[src/logic/ctrl_pkg.sv]
/*
  Constants shared by the back-end control register bank and its helpers:
  register offsets, field positions, widths, reset values and pipeline figures.
  Assumes nothing of its surroundings; compiled before every design file.
*/
package ctrl_pkg;

  // ==========================================================
  // Register access port geometry
  localparam int ADDR_W = 12;               // Register address width
  localparam int DATA_W = 8;                // Register data width

  // ==========================================================
  // Register offsets
  localparam logic [ADDR_W-1:0] OFS_SWAP_STEER_DELAY = 12'h09b;
  localparam logic [ADDR_W-1:0] OFS_DITHER_CONTROL = 12'h09d;
  localparam logic [ADDR_W-1:0] OFS_TIMESTAMP_LSB_CONTROL = 12'h160;
  localparam logic [ADDR_W-1:0] OFS_LINK_SUBSYSTEM_ENABLE = 12'h200;
  localparam logic [ADDR_W-1:0] OFS_LINK_MODE_SELECT = 12'h201;

  // ==========================================================
  // Field layouts
  localparam int STEER_DELAY_W = 5;         // Delay field, bits 4:0
  localparam int STEER_DELAY_MAX = 31;      // Largest programmable delay
  localparam int DITHER_EN_BIT = 0;         // Dither on/off
  localparam int DITHER_AMP_BIT = 1;        // Small or large dither
  localparam int DITHER_ERR_BIT = 2;        // Rounding error destination
  localparam int DITHER_W = 3;              // Defined dither bits 2:0
  localparam int TS_EN_BIT = 0;             // Timestamp insertion enable
  localparam int LINK_EN_BIT = 0;           // Link subsystem enable
  localparam int LINK_MODE_W = 6;           // Link mode field, bits 5:0

  // ==========================================================
  // Reset values
  localparam logic [STEER_DELAY_W-1:0] RST_STEER_DELAY = 5'h07;
  localparam logic [DITHER_W-1:0] RST_DITHER = 3'h0;
  localparam logic RST_TS_EN = 1'b0;
  localparam logic RST_LINK_EN = 1'b1;
  localparam logic [LINK_MODE_W-1:0] RST_LINK_MODE = 6'h00;

  // ==========================================================
  // Data path figures
  localparam int ADC_SAMPLE_W = 9;          // Converter sample width
  localparam int LINK_SAMPLE_W = 16;        // Link sample field width N
  localparam int SYNC_STAGES = 2;           // Pin synchroniser depth
  localparam int LMFC_PERIOD = 32;          // Frames per multiframe
  localparam logic [3:0] ILA_CONTROL_BITS = 4'h0; // Advertised control bits

endpackage

[src/logic/cfg_if.sv]
/*
  Interface carrying the live configuration from the register bank to its helpers.
  Assumes a single clock domain; the bank drives, helpers only read.
*/
`timescale 1ns/1ps

interface cfg_if;
  import ctrl_pkg::*;

  logic [STEER_DELAY_W-1:0] steer_delay;    // Programmed steering delay
  logic ts_enable;                          // Timestamp insertion on
  logic link_enable;                        // Link subsystem running

  // Register bank side
  modport src (output steer_delay, output ts_enable, output link_enable);
  // Helper side
  modport dst (input steer_delay, input ts_enable, input link_enable);
endinterface

[src/logic/adc_backend_link_control_regs.sv]
/*
  Back-end control register bank of a multi-channel converter: swap steering
  delay, dither controls, timestamp insertion and the serial link enable, plus
  the link gating, multiframe counter and sample path that these steer.
  Assumes a register access port and sample source on clk; timestamp and
  SYSREF arrive from pins and are synchronised here.
*/
// Function
// - Steering select delayed 0..31, reset seven
// - Delay applies only during core swaps
// - Dither enable bit turns dither on
// - Amplitude bit picks small or large dither
// - Rounding bit picks noise or spurs
// - Timestamp rides sample LSB when enabled
// - Timestamp latency matches sample latency
// - Timestamp at N-field LSB, sample intact
// - Advertise zero control bits always
// - Link enable bit, resets to one
// - Disabled link: reset, power down, gate
// - Disabled link: counter reset, SYSREF ignored
`timescale 1ns/1ps

module adc_backend_link_control_regs
  import ctrl_pkg::*;
#(
  parameter int SW = ADC_SAMPLE_W,
  parameter int NW = LINK_SAMPLE_W,
  parameter int LMFC_LEN = LMFC_PERIOD
)
(
  input wire logic clk,
  input wire logic reset,
  // Register access port
  input wire logic [ADDR_W-1:0] reg_addr,
  input wire logic [DATA_W-1:0] reg_wdata,
  input wire logic reg_wr,
  input wire logic reg_rd,
  output logic [DATA_W-1:0] reg_rdata,
  output logic reg_rack,
  // Calibration engine
  input wire logic swap_active,
  input wire logic steer_select_in,
  output logic steer_select_out,
  // Dither controls
  output logic dither_enable,
  output logic dither_amplitude_select,
  output logic dither_rounding_select,
  // Sample path
  input wire logic [SW-1:0] adc_sample,
  input wire logic adc_sample_valid,
  input wire logic timestamp_pin,
  output logic [NW-1:0] link_sample,
  output logic link_sample_valid,
  // Link subsystem
  input wire logic sysref_pin,
  output logic link_subsystem_enable,
  output logic [LINK_MODE_W-1:0] link_mode_select,
  output logic link_block_reset,
  output logic serializer_power_down,
  output logic link_clock_enable,
  output logic [$clog2(LMFC_LEN)-1:0] lmfc_count,
  output logic lmfc_boundary,
  output logic [3:0] ila_control_bits
);

  // ==========================================================
  // Register storage
  logic [STEER_DELAY_W-1:0] steer_delay_r;  // Swap steering delay
  logic [DITHER_W-1:0] dither_r;            // Dither controls
  logic ts_enable_r;                        // Timestamp insertion enable
  logic link_enable_r;                      // Link subsystem enable
  logic [LINK_MODE_W-1:0] link_mode_r;      // Link mode select
  logic [DATA_W-1:0] rdata_nxt;             // Read mux result

  // Register hit helper
  function automatic logic hit(input logic [ADDR_W-1:0] a, input logic [ADDR_W-1:0] ofs);
    hit = (a == ofs);
  endfunction

  // Steering delay register; reserved bits are not stored
  always_ff @(posedge clk)
  begin
    if (reset)
      steer_delay_r <= RST_STEER_DELAY;
    else if (reg_wr && hit(reg_addr, OFS_SWAP_STEER_DELAY))
      steer_delay_r <= reg_wdata[STEER_DELAY_W-1:0];
  end

  // Dither register
  always_ff @(posedge clk)
  begin
    if (reset)
      dither_r <= RST_DITHER;
    else if (reg_wr && hit(reg_addr, OFS_DITHER_CONTROL))
      dither_r <= reg_wdata[DITHER_W-1:0];
  end

  // Timestamp control register
  always_ff @(posedge clk)
  begin
    if (reset)
      ts_enable_r <= RST_TS_EN;
    else if (reg_wr && hit(reg_addr, OFS_TIMESTAMP_LSB_CONTROL))
      ts_enable_r <= reg_wdata[TS_EN_BIT];
  end

  // Link subsystem enable register
  always_ff @(posedge clk)
  begin
    if (reset)
      link_enable_r <= RST_LINK_EN;
    else if (reg_wr && hit(reg_addr, OFS_LINK_SUBSYSTEM_ENABLE))
      link_enable_r <= reg_wdata[LINK_EN_BIT];
  end

  // Link mode register; ordering against enables is software's duty
  always_ff @(posedge clk)
  begin
    if (reset)
      link_mode_r <= RST_LINK_MODE;
    else if (reg_wr && hit(reg_addr, OFS_LINK_MODE_SELECT))
      link_mode_r <= reg_wdata[LINK_MODE_W-1:0];
  end

  // ==========================================================
  // Read path
  always_comb
  begin
    rdata_nxt = '0;                         // Unmapped and reserved read zero
    if (hit(reg_addr, OFS_SWAP_STEER_DELAY))
      rdata_nxt[STEER_DELAY_W-1:0] = steer_delay_r;
    else if (hit(reg_addr, OFS_DITHER_CONTROL))
      rdata_nxt[DITHER_W-1:0] = dither_r;
    else if (hit(reg_addr, OFS_TIMESTAMP_LSB_CONTROL))
      rdata_nxt[TS_EN_BIT] = ts_enable_r;
    else if (hit(reg_addr, OFS_LINK_SUBSYSTEM_ENABLE))
      rdata_nxt[LINK_EN_BIT] = link_enable_r;
    else if (hit(reg_addr, OFS_LINK_MODE_SELECT))
      rdata_nxt[LINK_MODE_W-1:0] = link_mode_r;
  end

  // Read data and acknowledge, one cycle after the request
  always_ff @(posedge clk)
  begin
    if (reset)
    begin
      reg_rdata <= '0;
      reg_rack <= 1'b0;
    end
    else
    begin
      reg_rack <= reg_rd;
      if (reg_rd)
        reg_rdata <= rdata_nxt;
    end
  end

  // ==========================================================
  // Dither and link control outputs
  assign dither_enable = dither_r[DITHER_EN_BIT];
  assign dither_amplitude_select = dither_r[DITHER_AMP_BIT];
  assign dither_rounding_select = dither_r[DITHER_ERR_BIT];
  assign link_subsystem_enable = link_enable_r;
  assign link_mode_select = link_mode_r;
  assign ila_control_bits = ILA_CONTROL_BITS;

  // Link gating follows the enable directly
  assign link_block_reset = !link_enable_r;
  assign serializer_power_down = !link_enable_r;
  assign link_clock_enable = link_enable_r;

  // ==========================================================
  // Configuration carrier for the helpers
  cfg_if cfg ();
  assign cfg.steer_delay = steer_delay_r;
  assign cfg.ts_enable = ts_enable_r;
  assign cfg.link_enable = link_enable_r;

  // ==========================================================
  // Pin synchronisers
  logic [SYNC_STAGES-1:0] ts_sync_r;        // Timestamp synchroniser
  logic [SYNC_STAGES-1:0] sysref_sync_r;    // SYSREF synchroniser
  logic sysref_prev_r;                      // Last synchronised SYSREF
  logic sysref_rise;                        // SYSREF rising edge

  // Two flops per pin; only the last stage is read
  always_ff @(posedge clk)
  begin
    if (reset)
    begin
      ts_sync_r <= '0;
      sysref_sync_r <= '0;
      sysref_prev_r <= 1'b0;
    end
    else
    begin
      ts_sync_r <= {ts_sync_r[SYNC_STAGES-2:0], timestamp_pin};
      sysref_sync_r <= {sysref_sync_r[SYNC_STAGES-2:0], sysref_pin};
      sysref_prev_r <= sysref_sync_r[SYNC_STAGES-1];
    end
  end

  assign sysref_rise = sysref_sync_r[SYNC_STAGES-1] && !sysref_prev_r;

  // ==========================================================
  // Multiframe counter
  localparam logic [$clog2(LMFC_LEN)-1:0] LMFC_LAST = ($clog2(LMFC_LEN))'(LMFC_LEN - 1);

  // Held in reset while the link is off; SYSREF realigns only when on
  always_ff @(posedge clk)
  begin
    if (reset || !link_enable_r)
      lmfc_count <= '0;
    else if (sysref_rise)
      lmfc_count <= '0;
    else if (lmfc_count == LMFC_LAST)
      lmfc_count <= '0;
    else
      lmfc_count <= lmfc_count + 1'b1;
  end

  assign lmfc_boundary = link_enable_r && (lmfc_count == '0);

  // ==========================================================
  // Sample alignment to the synchronised timestamp
  logic [SW-1:0] sample_pipe_r [SYNC_STAGES];   // Sample delay line
  logic [SYNC_STAGES-1:0] valid_pipe_r;         // Valid delay line

  // Delay samples by the synchroniser depth so both stay aligned
  always_ff @(posedge clk)
  begin
    if (reset)
    begin
      for (int i = 0; i < SYNC_STAGES; i++)
        sample_pipe_r[i] <= '0;
      valid_pipe_r <= '0;
    end
    else
    begin
      sample_pipe_r[0] <= adc_sample;
      for (int i = 1; i < SYNC_STAGES; i++)
        sample_pipe_r[i] <= sample_pipe_r[i-1];
      valid_pipe_r <= {valid_pipe_r[SYNC_STAGES-2:0], adc_sample_valid};
    end
  end

  // ==========================================================
  // Helpers
  swap_steer_delay_unit u_steer
  (
    .clk(clk),
    .reset(reset),
    .cfg(cfg),
    .swap_active(swap_active),
    .select_in(steer_select_in),
    .select_out(steer_select_out)
  );

  timestamp_insert_unit #(.SW(SW), .NW(NW)) u_ts
  (
    .clk(clk),
    .reset(reset),
    .cfg(cfg),
    .sample_in(sample_pipe_r[SYNC_STAGES-1]),
    .sample_valid_in(valid_pipe_r[SYNC_STAGES-1]),
    .timestamp_in(ts_sync_r[SYNC_STAGES-1]),
    .link_sample(link_sample),
    .link_sample_valid(link_sample_valid)
  );

endmodule // adc_backend_link_control_regs

[src/logic/swap_steer_delay_unit.sv]
/*
  Delays the core-output steering select by a programmed number of cycles
  while a background core swap is under way; passes it straight otherwise.
  Assumes select and swap flag come from logic on the same clock.
*/
`timescale 1ns/1ps

module swap_steer_delay_unit
  import ctrl_pkg::*;
#(
  parameter int DEPTH = STEER_DELAY_MAX + 1
)
(
  input wire logic clk,
  input wire logic reset,
  cfg_if.dst cfg,
  input wire logic swap_active,
  input wire logic select_in,
  output logic select_out
);

  // ==========================================================
  // Select history
  logic [DEPTH-1:0] hist_r;                 // Bit k is select k+1 cycles ago
  logic delayed;                            // Tapped select

  // Shift in the raw select every cycle
  always_ff @(posedge clk)
  begin
    if (reset)
      hist_r <= '0;
    else
      hist_r <= {hist_r[DEPTH-2:0], select_in};
  end

  // ==========================================================
  // Tap selection: zero delay is the raw select
  always_comb
  begin
    if (cfg.steer_delay == '0)
      delayed = select_in;
    else
      delayed = hist_r[cfg.steer_delay - 1'b1];
  end

  // Delay only counts during a swap
  always_comb
  begin
    if (swap_active)
      select_out = delayed;
    else
      select_out = select_in;
  end

endmodule // swap_steer_delay_unit

[src/logic/timestamp_insert_unit.sv]
/*
  Packs a converter sample into the N-bit link sample field and optionally
  places the timestamp bit at the field's lowest bit.
  Assumes sample and timestamp arrive already aligned to one another.
*/
`timescale 1ns/1ps

module timestamp_insert_unit
  import ctrl_pkg::*;
#(
  parameter int SW = ADC_SAMPLE_W,
  parameter int NW = LINK_SAMPLE_W
)
(
  input wire logic clk,
  input wire logic reset,
  cfg_if.dst cfg,
  input wire logic [SW-1:0] sample_in,
  input wire logic sample_valid_in,
  input wire logic timestamp_in,
  output logic [NW-1:0] link_sample,
  output logic link_sample_valid
);

  // ==========================================================
  // Field packing
  logic [NW-1:0] field;                     // Sample left-aligned in field

  // Left-align the sample, then drop the timestamp on bit 0
  always_comb
  begin
    field = NW'(sample_in) << (NW - SW);
    if (cfg.ts_enable)
      field[0] = timestamp_in;
  end

  // Registered output; quiet while the link is off
  always_ff @(posedge clk)
  begin
    if (reset || !cfg.link_enable)
    begin
      link_sample <= '0;
      link_sample_valid <= 1'b0;
    end
    else
    begin
      link_sample <= field;
      link_sample_valid <= sample_valid_in;
    end
  end

endmodule // timestamp_insert_unit

[config.mk]
export PLATFORM = sky130hd
export DESIGN_NAME = adc_backend_link_control_regs
export DESIGN_NICKNAME = d
export VERILOG_FILES = /design/src/logic/ctrl_pkg.sv /design/src/logic/cfg_if.sv /design/src/logic/adc_backend_link_control_regs.sv /design/src/logic/swap_steer_delay_unit.sv /design/src/logic/timestamp_insert_unit.sv
export SDC_FILE = /design/constraint.sdc
export NUM_CORES = 1
export LEC_CHECK = 0
export BUFFER_PORTS_ARGS = -buffer_cell sky130_fd_sc_hd__buf_4
export CORE_UTILIZATION = 42
export CTS_CLUSTER_DIAMETER = 100
export CTS_CLUSTER_SIZE = 24
export DETAILED_ROUTE_END_ITERATION = 10
export MAX_ROUTING_LAYER = met4
export PLACE_DENSITY = 0.65
export SETUP_SLACK_MARGIN = 0.15
export SKIP_LAST_GASP = 1
export SYNTH_ARGS = -nofsm -noshare
export SYNTH_HDL_FRONTEND = slang
export SYNTH_SLANG_ARGS = --single-unit
[constraint.sdc]
create_clock -name clk -period 3.4 [get_ports clk]
set_input_delay 0.51 -clock clk [delete_from_list [all_inputs] [get_ports clk]]
set_output_delay 0.51 -clock clk [all_outputs]
set_load 0.03 [all_outputs]
* Word level (Yosys, flattened, before mapping)
Memory sizes are Yosys's and may differ from the RTL's. A register that Yosys moved wholly into a read port is not among the register bits. Index checks and enable logic that the tools add are counted.
Word-level totals: flip-flop bits (word level) 75, bits in writable memories 18, input bits 38, output and inout port bits 50, word-level logic and storage cells 61, memories 1
Memories:
- sample_pipe_r | depth 2, bits a word 9, read ports 2, clocked after Yosys merged registers in 1, wr ports 2, RTL line adc_backend_link_control_regs.sv:226 | logic [SW-1:0] sample_pipe_r [SYNC_STAGES];
Operators by class: add/sub/neg operators 2, order comparisons 1, equality and inequality tests 6, multiplexer cells 18, bitwise operators 3, reductions and logical operators 14
Operator list (number):
- 12-bit by 10-bit equality test with 1-bit output, second input constant | 2
- 12-bit by 8-bit equality test with 1-bit output, second input constant | 2
- 9-bit 2-to-1 mux | 2
- 5-bit 2-to-1 mux | 3
- 12-bit by 9-bit equality test with 1-bit output, second input constant | 1
- 5-bit logical NOT | 2
- 1-bit 2-to-1 mux | 9
- 1-bit logical AND | 7
- 5-bit by 6-bit < comparator with 1-bit output, second input constant | 1
- 3-bit 2-to-1 mux | 2
- 6-bit 2-to-1 mux | 1
- 5-bit by 1-bit adder with 5-bit output, second input constant | 1
- 1-bit binary-select mux with 5-bit select | 1
- 5-bit equality test, second input constant | 1
- 5-bit by 1-bit subtractor with 5-bit output, second input constant | 1
- 3-bit OR reduction | 1
- 1-bit logical NOT | 2
- 1-bit bitwise OR | 2
- 2-bit OR reduction | 1
- 1-bit logical OR | 1
- 1-bit NOT | 1

* Logic depth before layout (Yosys ltp)
depth after elaboration 6, gate-level depth with buffers 9, depth with buffers taken out 7

* Modules after synthesis
Synthesis repeated with hierarchy kept, for this count alone.
Unflattened totals: cells, all modules 335, area total of the unflattened synthesis 3707.3 µm²
Modules (own cells, without submodules):
- adc_backend_link_control_regs | times used 1, cells an instance 206, area an instance 2082.0 µm², seq. area each 1061.0 µm²
- swap_steer_delay_unit | times used 1, cells an instance 98, area an instance 1241.2 µm², seq. area each 640.6 µm²
- timestamp_insert_unit | times used 1, cells an instance 31, area an instance 384.1 µm², seq. area each 220.2 µm²

* Worst setup path after synthesis
Ideal clock, no wire load.
path type flip-flop to output port, from register steer_delay_r[0] (netlist: cfg.steer_delay[0]), to output steer_select_out, data arrival time 2.425 ns, data required time 2.890 ns, path slack 0.465 ns, cell stages (with the launch flop) 10, path buffers 2, path through dfxtp_1 > buf_4 > inv_1 > ha_1 > buf_1 > mux4_2 > mux2i_1 > mux2i_1 > o32ai_1 > nor3_1
Between the ends: word-level cells in the longest chain between the ends 5, elaborated cells on any way between the ends 6, those cells by class add/sub: 1; mux: 4; reduce/logical: 1
RTL lines:
- start: declaration | RTL line adc_backend_link_control_regs.sv:68 | logic [STEER_DELAY_W-1:0] steer_delay_r;
- start signal: assignment | RTL line adc_backend_link_control_regs.sv:86 | steer_delay_r <= reg_wdata[STEER_DELAY_W-1:0];
- 5-bit by 1-bit subtractor with 5-bit output | RTL line swap_steer_delay_unit.sv:43 | delayed = hist_r[cfg.steer_delay - 1'b1];
- 1-bit binary-select mux with 5-bit select | RTL line swap_steer_delay_unit.sv:43
- 1-bit 2-to-1 mux (implied by the code) | RTL line swap_steer_delay_unit.sv:43
- 1-bit 2-to-1 mux * | RTL line swap_steer_delay_unit.sv:40 | if (cfg.steer_delay == '0)
- 1-bit 2-to-1 mux * | RTL line swap_steer_delay_unit.sv:49 | if (swap_active)
- end: declaration | RTL line adc_backend_link_control_regs.sv:43 | output logic steer_select_out,
Every way passes the cells marked *; elsewhere a longest branch is shown, timed or not. The select of a mux whose other input is x is not followed.

* Worst setup path in the final report
from register steer_delay_r[1] (netlist: cfg.steer_delay[1]), to output steer_select_out
Same word-level chain as after synthesis.

==> results by group <==
Outcome
  – Outcome: finished, final reports clean

Floorplanning
  – Ports: 88
  – Initial Utilization: 43.5%
  – Die area: 8890 um^2
  – Row cnt: 33
  – Core area: 8220 um^2
  – Die Span Y: 94.3 um
  – Die X: 94.3 um

Power and ir drop
  – Max VDD drop: 226 uV
  – Leakage power: 0.00187 uW
  – PD cells: 470 nW/um^2

Synth
  – EDFF count, synth: 0
  – Top_reg_cell synth: dfxtp_1
  – Mapped Area: 3580 um^2
  – Syn_area_per_cell: 10.6 um^2
  – Syn. warnings: 0
  – Cells after Synth: 337
  – Fraction of registers with async set/reset: 0%
  – Register area share after synthesis: 53.7%
  – Seq cells post-synth: 96
  – Cell variety after synth: 44

Critical path
  – CP most frequent cell: mux2i_1
  – Slowest cell on crit path: ha_1
  – CP startpoint kind: flip-flop
  – Crit path cell chain: inv_1, ha_1, mux4_2, mux2i_1, mux2i_1, o32ai_1, nor3_1, buf_4
  – CP Capture Type: output port
  – Crit path max fanout: 8
  – Worst Path Required: 2890 ps
  – CP arrival: 2440 ps
  – Crit-path max cell delay: 490 ps
  – WS Path Type: reg2out

Routing
  – First-iteration detailed-routing DRC count: 105
  – Routed WL per cell: 12.4 um
  – Final WL: 6370 um
  – Routed Antenna Nets: 0
  – Drt via density: 4.84
  – Drt drc: 0
  – Drt first pass iters: 4
  – Total vias in the final route: 2481

Run
  – Max Cap Viol: 0

Clock tree
  – Clock sinks: 96
  – Clk pin slew, worst setup/hold paths: 100 ps
  – Setup Buffers After CTS: 0
  – Worst-skew pair later-pin latency: 360 ps
  – Clock root cell: clkbuf_8
  – # H-tree levels: 3
  – Inserted Clock Buffers: 9
  – Hold-fix buffers, CTS: 0
  – Clock Path Buffers: 2
  – Resized cells post-CTS: 0
  – TritonCTS clock tree: built

Timing
  – Unrepaired setup endpoints after global routing: no
  – Setup Skew: 9.59 ps
  – Fin Setup TNS: 0 ps
  – Fin crit period: 2950 ps
  – Maximum clock rate: 339 MHz
  – Worst slew pin tran: 775 ps
  – Headroom to the max-slew limit: 48.3%
  – Final setup violation count: 0
  – Final worst-path cycle share: 86.7%
  – Final Hold Viols: 0
  – Slew Viols, Final: 0

Placement
  – Placed cell area: 4130 um^2
  – IO Port Bufs: 73
  – Routability Congestion: 0.774
  – Post-DP HPWL: 4390 um

Global routing
  – Number of global-route vias before repair: 2270
  – Initial antenna violation count: 0
  – Pin count of the biggest net entering global routing: 79
  – Residual overflow from global routing: 0
  – First-pass GRT wire length: 10200 um
  – Tot GR Track Use: 15.3%

Cells and area
  – Post-route design area: 4320 um^2
  – Area grow syn2layout: 20.8%
  – ANT cells: 0
  – Share of layout cells above drive strength 1: 26.7%
  – # nets final: 445

Hold path
  – Hold Crit Class: in2reg
## layer usage
metal | part of all wire (%) | global-route usage [%]
met4 | 1.4 | 6.67
met1 | 46 | 18.5
met5 | 0 | -
met2 | 47 | 24.0
met3 | 5.5 | 3.88
## synth_stat cells, types with 4 or more instances
cell type  number  area (um^2)
nand3_1        19         95.1
mux2i_1        10          100
mux4_2          8          180
inv_1           7         26.3
buf_4          15          113
a21oi_1        12         60.1
clkbuf_1       11         41.3
nand2_1        15         56.3
nor2_1         16         60.1
and3_1         14         87.6
ha_1            4         50.1
dfxtp_1        96         1920
nor2b_1        60          375
## worst paths after layout
path,start,end,slack (ps),cells past startpoint
max reg2reg,link_clock_enable$_SDFFE_PP1P_,reg_rdata[0]$_SDFFE_PP0P_,1870,5
min,adc_sample[2],sample_pipe_r[0][2]$_SDFF_PP0_,350,2
max,cfg.steer_delay[1]$_SDFFE_PP1P_,steer_select_out,450,8
min reg2reg,sample_pipe_r[1][8]$_SDFF_PP0_,u_ts.link_sample[15]$_SDFF_PP0_,440,1
## sequential cells by signal (all words and copies together) (netlist names), 2 cells and up
name,count
u_steer.hist_r,32
sample_pipe_r,18
u_ts.link_sample,10
link_mode_select,6
reg_rdata,6
cfg.steer_delay,5
lmfc_count,5
dither_r,3
sysref_sync_r,2
ts_sync_r,2
valid_pipe_r,2
## cell type report
cell class / count / area (um^2)
fillers: 770 / 3900
repair buffers: 74 / 556
multi-input cells: 215 / 1490
inverters: 7 / 26.3
clock inverters: 7 / 70.1
clock buffers: 9 / 124
well taps: 105 / 131
flip-flops and latches: 96 / 1920
## through the flow
step           hold WS (ps)  utilization [%]  instances  setup WS [ps]  power [uW]
2_1_floorplan           406                -        348            465        1290
3_3_place_gp            417             50.2        497            824        1340
3_5_place_dp            419             50.2        497            796        1340
4_1_cts                 334             52.6        513            380        2060
5_1_grt                 330             52.6        513            300        2120
6_report                353             52.6        513            454        2030
## cells in the final DEF, fill, tap and decap left out, types with 2 or more instances in the layout
cell / count
xor2_1: 2
a22o_1: 3
and4_1: 2
clkbuf_8: 9
nor2b_1: 60
nor2_1: 16
nor4_1: 2
nand2b_1: 3
and2_1: 2
xnor2_1: 2
and3_1: 14
mux4_2: 8
nand2_1: 15
nand3_1: 19
conb_1: 12
a211oi_2: 3
inv_8: 4
buf_4: 74
ha_1: 4
a211oi_1: 2
mux2i_1: 10
nand4_1: 3
a22oi_2: 3
a21oi_1: 12
inv_1: 7
dfxtp_1: 96
nor3_1: 3
## worst max-delay path: cells and delay by family (launching register included)
family | cells | cell delay, ps
adders and majority gates | 1 | 490
buffers and inverters | 2 | 230
and+or+nand+nor | 1 | 80
DFF | 1 | 400
AOI/OAI and AO/OA | 1 | 240
muxes | 3 | 630
## power by group
part	internal, uW	total (uW)	leakage [uW]	switching (uW)
Combinational	64.2	159	0.000990	94.9
Sequential	1150	1160	0.000782	9.03
Clock	290	715	0.0000977	425
## kinds of logic after synthesis
group,after synthesis,synth area share (%)
simple gates,149,24.3
flops,96,53.7
buf+inv,37,5.70
compound gates,28,5.91
mux,18,7.84
fa+ha+maj,4,1.40
xor+xnor,4,0.980
other cells,1,0.105
Power figures use the tool's default switching activity.
